File: src/hw/watchdog_pkg.sv
// constants, register map and carrier types of the watchdog block
package watchdog_pkg;

  ////////////////////////////////////////////////////////////////////////////
  // register byte offsets on the avalon slave
  localparam logic [3:0] OFS_SYSTEM_CONTROL_STATUS  = 4'h0; // system_control_status
  localparam logic [3:0] OFS_COUNT = 4'h4; // watchdog_count_value
  localparam logic [3:0] OFS_KEY   = 4'h8; // service_key, reads timer_control
  localparam logic [3:0] OFS_CTRL  = 4'hc; // timer_control

  // field positions
  localparam int UNLOCK_BIT  = 0;  // disable_unlock in system_control_status
  localparam int MODE_BIT    = 1;  // irq_mode_select
  localparam int STATUS_BIT  = 2;  // irq_level_status
  localparam int PS_LSB      = 0;  // prescale select, 3 bits
  localparam int CHECK_LSB   = 3;  // write check, 3 bits
  localparam int DISABLE_BIT = 6;  // timer_disable

  // key and check values
  localparam logic [7:0] KEY_ARM    = 8'h55;
  localparam logic [7:0] KEY_FIRE   = 8'haa;
  localparam logic [2:0] CHECK_GOOD = 3'h5;

  // reset values
  localparam logic       RST_MODE    = 1'b0;
  localparam logic       RST_UNLOCK  = 1'b1;
  localparam logic       RST_DISABLE = 1'b0;
  localparam logic [2:0] RST_PS      = 3'h0;

  // timing, in oscillator cycles (one oscillator cycle per clock)
  localparam int PULSE_OSC_CYCLES = 512;
  localparam int PRE_OSC_DIV      = 512;
  localparam int PULSE_W          = 10;
  localparam int PRE_W            = 9;
  localparam int DIV_W            = 6;

  // avalon request from the master
  typedef struct packed {
    logic        read;
    logic        write;
    logic [3:0]  address;
    logic [31:0] writedata;
    logic [3:0]  byteenable;
  } av_req_t;

  // avalon answer to the master
  typedef struct packed {
    logic [31:0] readdata;
    logic        waitrequest;
  } av_rsp_t;

  // cpu power and debug state
  typedef struct packed {
    logic halt_mode;      // oscillator stopped
    logic cpu_suspended;  // debugger halted the cpu
    logic rt_mode;        // real-time debug mode
    logic rt_single_step; // stepping inside real-time mode
  } cpu_state_t;

  // all state of the watchdog
  typedef struct packed {
    logic               pend;
    logic [15:0]        rdata;
    logic               mode;
    logic               unlock;
    logic               disable_b;
    logic [2:0]         ps;
    logic               armed;
    logic [7:0]         cnt;
    logic [PRE_W-1:0]   pre;
    logic [DIV_W-1:0]   div;
    logic [PULSE_W-1:0] pulse_cnt;
    logic               wake_n;
    logic               rst_o_n;
    logic               sts_d1;
    logic               sts_d2;
  } wd_state_t;

endpackage

File: src/hw/watchdog_low_power_debug_regs.sv
// watchdog timer with low power, debug gating and avalon register slave
`timescale 1ns/1ps
// How it works
// - in standby the watchdog keeps counting on the oscillator clock
// - wake interrupt output goes to the low power unit for standby exit
// - wake interrupt output also drives the interrupt expander wake line
// - a watchdog interrupt holds the wake output low for 512 oscillator cycles
// - status bit 2 mirrors the wake output two clocks late
// - in halt the oscillator stops so the tick and pulse timing freeze; bus writes still act
// - debugger suspend of the cpu halts the tick
// - run-free debug mode resumes normal counting
// - real-time single-step keeps the tick halted, interrupts included
// - real-time run-free counts normally
// - mode bit 0 means timeout pulses reset output low 512 cycles
// - clearing mode bit while wake output low resets at once
// - mode bit 1 disables reset output, timeout pulses wake output instead
// - writing 0 to unlock bit does nothing; once cleared stays cleared
// - unlock bit 1 allows disable bit change; writing 1 clears unlock
// - eight bit counter increments once per prescaled tick
// - counter overflow triggers reset or wake interrupt per mode
// - valid key sequence clears the counter
// - counter register shows count in bits 7-0, upper bits zero
// - control registers accept writes only with protected write gate open
// - only 0x55 followed by 0xaa as the next key write clears; any other key value breaks it
// - tick is oscillator divided by 512 then by 1 to 64
module watchdog_low_power_debug_regs #(
  parameter int PULSE_CYCLES = watchdog_pkg::PULSE_OSC_CYCLES,
  parameter int PRE_DIV      = watchdog_pkg::PRE_OSC_DIV
) (
  input  wire logic                    clock,
  input  wire logic                    rst_n,
  input  wire watchdog_pkg::av_req_t   av_req,
  output watchdog_pkg::av_rsp_t        av_rsp,
  input  wire watchdog_pkg::cpu_state_t cpu_state,
  input  wire logic                    protected_write_gate,
  output logic                         wake_irq_n,
  output logic                         wake_lpm_n,
  output logic                         wake_irq_line_n,
  output logic                         timeout_reset_out_n
);
  import watchdog_pkg::*;

  ////////////////////////////////////////////////////////////////////////////
  // elaboration checks on the parameters
  generate
    if (PULSE_CYCLES < 1 || PULSE_CYCLES > (1 << PULSE_W)) begin : g_bad_pulse
      $error("PULSE_CYCLES out of range");
    end
    if (PRE_DIV < 1 || PRE_DIV > (1 << PRE_W)) begin : g_bad_pre
      $error("PRE_DIV out of range");
    end
  endgenerate

  localparam logic [PULSE_W-1:0] PULSE_LAST = PULSE_W'(PULSE_CYCLES - 1);
  localparam logic [PRE_W-1:0]   PRE_LAST   = PRE_W'(PRE_DIV - 1);

  wd_state_t s_r;
  wd_state_t s_nxt;

  ////////////////////////////////////////////////////////////////////////////
  // second stage divider limit from the prescale select
  function automatic logic [DIV_W-1:0] div_last(input logic [2:0] ps);
    logic [DIV_W-1:0] v;
    v = '0;
    case (ps)
      3'h0:    v = 6'h00;
      3'h1:    v = 6'h00;
      3'h2:    v = 6'h01;
      3'h3:    v = 6'h03;
      3'h4:    v = 6'h07;
      3'h5:    v = 6'h0f;
      3'h6:    v = 6'h1f;
      3'h7:    v = 6'h3f;
      default: v = 6'h00;
    endcase
    return v;
  endfunction

  ////////////////////////////////////////////////////////////////////////////
  // bus decode
  logic        req;
  logic        take;
  logic        wr_take;
  logic        wr_lane0;
  logic [7:0]  wbyte;
  logic [15:0] ctrl_view;
  logic [15:0] rd_val;

  // a request stalls one cycle, then is answered
  assign req      = av_req.read | av_req.write;
  assign take     = req & s_r.pend;
  assign wr_take  = take & av_req.write & protected_write_gate;
  assign wr_lane0 = wr_take & av_req.byteenable[0];
  assign wbyte    = av_req.writedata[7:0];

  // control register view, check bits read as zero
  always_comb begin
    ctrl_view = 16'h0000;
    ctrl_view[DISABLE_BIT] = s_r.disable_b;
    ctrl_view[PS_LSB +: 3] = s_r.ps;
  end

  // read mux, unmapped offsets read zero
  always_comb begin
    rd_val = 16'h0000;
    case (av_req.address)
      OFS_SYSTEM_CONTROL_STATUS: begin
        rd_val[STATUS_BIT] = s_r.sts_d2;
        rd_val[MODE_BIT]   = s_r.mode;
        rd_val[UNLOCK_BIT] = s_r.unlock;
      end
      // count in low byte, reserved zero
      OFS_COUNT: rd_val = {8'h00, s_r.cnt};
      OFS_KEY:   rd_val = ctrl_view;
      OFS_CTRL:  rd_val = ctrl_view;
      default:   rd_val = 16'h0000;
    endcase
  end

  ////////////////////////////////////////////////////////////////////////////
  // tick generation and next state
  logic osc_run;
  logic tick_en;
  logic pre_wrap;
  logic tick;
  logic timeout;
  logic key_clear;
  logic bad_check;
  logic pulse_busy;

  // halt stops the oscillator and everything on it
  assign osc_run = ~cpu_state.halt_mode;
  // debug gating of tick; suspended; rt single step
  // run-free modes leave the tick running; standby not gated
  assign tick_en = osc_run & ~cpu_state.cpu_suspended
                 & ~(cpu_state.rt_mode & cpu_state.rt_single_step);
  // divide by 512 then by prescale
  assign pre_wrap = tick_en & (s_r.pre == PRE_LAST);
  assign tick     = pre_wrap & (s_r.div == div_last(s_r.ps)) & ~s_r.disable_b;
  assign timeout  = tick & (s_r.cnt == 8'hff);
  // second key byte after an arming byte
  assign key_clear = wr_lane0 & (av_req.address == OFS_KEY) & s_r.armed & (wbyte == KEY_FIRE);
  // a wrong check field while enabled forces the timeout action
  assign bad_check = wr_lane0 & (av_req.address == OFS_CTRL)
                   & (wbyte[CHECK_LSB +: 3] != CHECK_GOOD) & ~s_r.disable_b;
  assign pulse_busy = ~s_r.wake_n | ~s_r.rst_o_n;

  always_comb begin
    s_nxt = s_r;
    // bus handshake and read data capture
    s_nxt.pend = req & ~s_r.pend;
    if (req & ~s_r.pend) begin
      s_nxt.rdata = rd_val;
    end

    // prescaler stages
    if (tick_en) begin
      s_nxt.pre = pre_wrap ? '0 : PRE_W'(s_r.pre + 1'b1);
      if (pre_wrap) begin
        s_nxt.div = (s_r.div == div_last(s_r.ps)) ? '0 : DIV_W'(s_r.div + 1'b1);
      end
    end

    // count once per tick, wraps on overflow
    if (tick) begin
      s_nxt.cnt = 8'(s_r.cnt + 1'b1);
    end

    if (wr_lane0 && av_req.address == OFS_KEY) begin
      if (wbyte == KEY_ARM) begin
        s_nxt.armed = 1'b1;
      end else begin
        s_nxt.armed = 1'b0;
      end
    end
    // valid key clears counter, wins over a tick
    if (key_clear) begin
      s_nxt.cnt = 8'h00;
    end

    // control register write
    if (wr_lane0 && av_req.address == OFS_CTRL) begin
      s_nxt.ps = wbyte[PS_LSB +: 3];
      if (s_r.unlock) begin
        s_nxt.disable_b = wbyte[DISABLE_BIT];
      end
    end

    // pulse timing on the oscillator
    if (osc_run && pulse_busy) begin
      if (s_r.pulse_cnt == PULSE_LAST) begin
        s_nxt.wake_n    = 1'b1;
        s_nxt.rst_o_n   = 1'b1;
        s_nxt.pulse_cnt = '0;
      end else begin
        s_nxt.pulse_cnt = PULSE_W'(s_r.pulse_cnt + 1'b1);
      end
    end

    // timeout starts a pulse when none is running
    if ((timeout || bad_check) && !pulse_busy) begin
      s_nxt.pulse_cnt = '0;
      if (s_r.mode) begin
        s_nxt.wake_n = 1'b0;
      end else begin
        s_nxt.rst_o_n = 1'b0;
      end
    end

    // status register write
    if (wr_lane0 && av_req.address == OFS_SYSTEM_CONTROL_STATUS) begin
      s_nxt.mode = wbyte[MODE_BIT];
      // a one clears unlock, a zero does nothing
      if (wbyte[UNLOCK_BIT]) begin
        s_nxt.unlock = 1'b0;
      end
      // leaving interrupt mode during wake pulse resets now
      if (!wbyte[MODE_BIT] && !s_r.wake_n) begin
        s_nxt.wake_n    = 1'b1;
        s_nxt.rst_o_n   = 1'b0;
        s_nxt.pulse_cnt = '0;
      end
    end

    // two clock delay of wake output into status bit
    s_nxt.sts_d1 = s_r.wake_n;
    s_nxt.sts_d2 = s_r.sts_d1;
  end

  ////////////////////////////////////////////////////////////////////////////
  // state register, synchronous reset
  always_ff @(posedge clock) begin
    if (!rst_n) begin
      s_r.pend      <= 1'b0;
      s_r.rdata     <= 16'h0000;
      s_r.mode      <= RST_MODE;
      s_r.unlock    <= RST_UNLOCK;
      s_r.disable_b <= RST_DISABLE;
      s_r.ps        <= RST_PS;
      s_r.armed     <= 1'b0;
      s_r.cnt       <= 8'h00;
      s_r.pre       <= '0;
      s_r.div       <= '0;
      s_r.pulse_cnt <= '0;
      s_r.wake_n    <= 1'b1;
      s_r.rst_o_n   <= 1'b1;
      s_r.sts_d1    <= 1'b1;
      s_r.sts_d2    <= 1'b1;
    end else begin
      s_r <= s_nxt;
    end
  end

  ////////////////////////////////////////////////////////////////////////////
  // outputs
  assign av_rsp.readdata    = {16'h0000, s_r.rdata};
  assign av_rsp.waitrequest = req & ~s_r.pend;
  assign wake_irq_n         = s_r.wake_n;
  // copy to the low power unit
  assign wake_lpm_n         = s_r.wake_n;
  // copy to the interrupt expander wake line
  assign wake_irq_line_n    = s_r.wake_n;
  assign timeout_reset_out_n = s_r.rst_o_n;

endmodule

File: config.mk
export PLATFORM = sky130hd
export DESIGN_NAME = watchdog_low_power_debug_regs
export DESIGN_NICKNAME = d
export VERILOG_FILES = /design/src/hw/watchdog_pkg.sv /design/src/hw/watchdog_low_power_debug_regs.sv
export SDC_FILE = /design/constraint.sdc
export NUM_CORES = 1
export LEC_CHECK = 0
export BUFFER_PORTS_ARGS = -buffer_cell sky130_fd_sc_hd__buf_2
export CORE_MARGIN = 5
export CORE_UTILIZATION = 25
export CTS_CLUSTER_DIAMETER = 30
export CTS_CLUSTER_SIZE = 8
export DETAILED_ROUTE_END_ITERATION = 16
export PLACE_DENSITY = 0.43
export SYNTH_ARGS = -nofsm -noshare
export SYNTH_HDL_FRONTEND = slang
export SYNTH_SLANG_ARGS = --single-unit
File: constraint.sdc
create_clock -name clock -period 2.21 [get_ports clock]
set_input_delay 0.221 -clock clock [delete_from_list [all_inputs] [get_ports clock]]
set_output_delay 0.221 -clock clock [all_outputs]
set_load 0.01 [all_outputs]
==> results.cfg <==
[sta]
slew_headroom = 0.656
finalSetupViolations = 0
setup_tns_ns = 0
min_period_over_period = 0.900
max_freq_mhz = 503
post-route-min-period_ns = 1.99
hold_viol = 0
slew_viol_final = 0
clock_skew_ns = 0.00689
worst_slew_pin_slew_ns = 0.515
rsz0062_at_grt = no

[synthesis]
synth.most_common_cell = dfxtp_1
synth_compound_area_frac = 0.0929
synth_top_area_frac = 0.406
netlist_top_cells_count = 59 x dfxtp_1, 47 x nor2_1, 36 x buf_4
ys_ff_latch = 59
synth_edf_count = 0
synth_xor_area_frac = 0.0813
synthDistinctLibCells = 45
netlist_instances = 333
yosysSeqAreaShare = 0.406
synth-adder-area-share = 0.0215
yosys.area_share.simple = 0.241
synth_top_family_by_area = simple AND/OR/NAND/NOR gates
syn_avg_cell_area_um2 = 8.74
synth_area_leader_cell = dfxtp_1
yosys-mux-area-fraction = 0.0417
netlist_area_um2 = 2910
synthTopCellsByArea = dfxtp_1 41%, buf_4 9.3%, xor2_1 7.2%, nor2_1 6.1%, mux2i_1 3.8%
async_reset_ff_frac = 0
yosys_warnings = 0
synth-main-ff-cell = dfxtp_1

[setup_path]
crit_type = flip-flop to flip-flop
required_ns = 2.47
critPathLaunchType = flip-flop
reg2reg_slack_ns = 0.22
worstSetupStartpoint = s_r[20]
cp_max_fo = 10
crit_path_end_kind = flip-flop
timing.rr.end = s_r[33]
worstRegToRegCells = 8
r2r_start = s_r[20]
cp_data_arrival_time_ns = 2.25

[clocking]
cts_made_buffers = 9
insertion_delay_ns = 0.32
postCtsSetupBuffers = 0
cts.sinks = 59
ctsHtreeMaxLevel = 3
cts_tree = built
cts_buffer_depth = 2
root_buffer = clkbuf_16
clk_pin_slew_ns = 0.05

[min_path]
min_path_cells = 3
hold_path_end = ctrl_view[6]
holdCritStartpoint = av_req[10]
worstHoldPathType = primary input to flip-flop

[route]
vias_per_cell = 4.42
remaining_drc_errors = 0
first_pass_iters = 4
antenna_left = 0
met1_length_um = 3030
wl_per_cell_um = 12.1
wl_met2_um = 2710
met3_length_um = 371
num_vias = 2266
highest_layer = met4
dr.first_iter.drc_count = 127
drt-total-wl_um = 6230

[run_status]
status = finished, final reports clean

[grt]
grt_max_degree = 15
grt_pass1_wl_um = 10600
antenna_found_initial = 0
gr-total-overflow = 0
grt.total_usage = 0.0936
grt_pass1_vias = 2192

[power_and_ir_drop]
p_per_area_nw_per_um2 = 809
finalPower_mw = 2.79
ir_drop_v = 0.000381
p_leak_nw = 1.46

[finish]
antenna_cells = 0
nFillCells = 1241
final_util = 0.302
final_nets = 419
drive_gt1_frac = 0.170
area_delta_synth_final_pct = 18.4

[place]
dpl.hpwl_um = 4680
finalWeightedCongestion = 0.730
place.port_buffers = 34

[floorplan]
die_y_um = 118
coreArea_um2 = 11400
row_count = 39
initial_core_util = 0.255
die_x_um = 118
io_pins = 86
dieArea_um2 = 13900

[flow_run]
max_cap_viol_count = 0
## cells in the final DEF (no fill, tap or decap), types with 7 or more instances in the layout
cell type   n
buf_4       7
buf_2      34
a21oi_1    12
nor3_1      7
a22oi_1     9
inv_1       9
clkbuf_16   9
dfxtp_1    59
o21ai_0    11
conb_1     24
xor2_1     24
nand4_1    11
mux2i_1    11
nand3_1    10
nand2_1    24
nor2_1     47
## how the worst max path moves through the flow
stage	to	slack (ns)	cells past startpoint
CTS	s_r[33]	0.12	8
detailed placement	s_r[33]	0.14	8
floorplan	wake_irq_line_n	0.44	9
global placement	s_r[34]	0.15	8
finish	s_r[33]	0.22	8
global route	s_r[33]	0.04	8
## cells by family (layout without fill, tap and decap cells)
family / after synthesis / count (layout)
flops: 59 / 59
xor+xnor: 27 / 27
buf+inv: 52 / 66
fa+ha+maj: 5 / 5
compound gates: 43 / 43
mux: 12 / 12
simple gates: 134 / 134
other cells: 1 / 24
## metal layers
metal  vias up  track usage
li1       1163            -
met1      1044        0.119
met2        49        0.138
met3        10       0.0370
met4         0       0.0444
met5         -            0
## area by class of cell
class | instances | area [um2] | area share
Clock buffer | 11 | 243 | 0.0705
Clock inverter | 5 | 100 | 0.0291
Inverter | 9 | 33.8 | 0.00981
Multi-Input combinational cell | 245 | 1480 | 0.431
Sequential cell | 59 | 1180 | 0.343
Tap cell | 143 | 179 | 0.0520
Timing Repair Buffer | 41 | 223 | 0.0647
## critical path: stages (launching register included)
cell and delay, ns:
dfxtp_1 0.36, ha_1 0.20, nand3_1 0.08, nor2_1 0.11, ha_1 0.14, and2_2 0.23
nand4b_4 0.20, or4_1 0.46, a21oi_1 0.15
## metrics by stage
step | instances | setup slack [ns] | hold slack, ns | area, um2
2_1_floorplan | 356 | 0.436 | 0.317 | 3000
3_3_place_gp | 497 | 0.147 | 0.397 | 3100
3_5_place_dp | 497 | 0.136 | 0.396 | 3100
4_1_cts | 513 | 0.118 | 0.158 | 3440
5_1_grt | 513 | 0.0439 | 0.189 | 3440
6_report | 513 | 0.222 | 0.168 | 3440
## report_power, final
group	leakage [nW]	internal (mW)	switching, mW
registers	0.476	1.07	0.00293
clock network	0.169	1.13	0.478
logic	0.820	0.0350	0.0727
total	1.46	2.23	0.554
## repair_timing
item	in CTS	in global routing
resized for setup	0	1
hold buffers	0	0
endpoints found under the setup margin	0	4
hold endpoints to repair	0	0
Power figures use the tool's default switching activity.
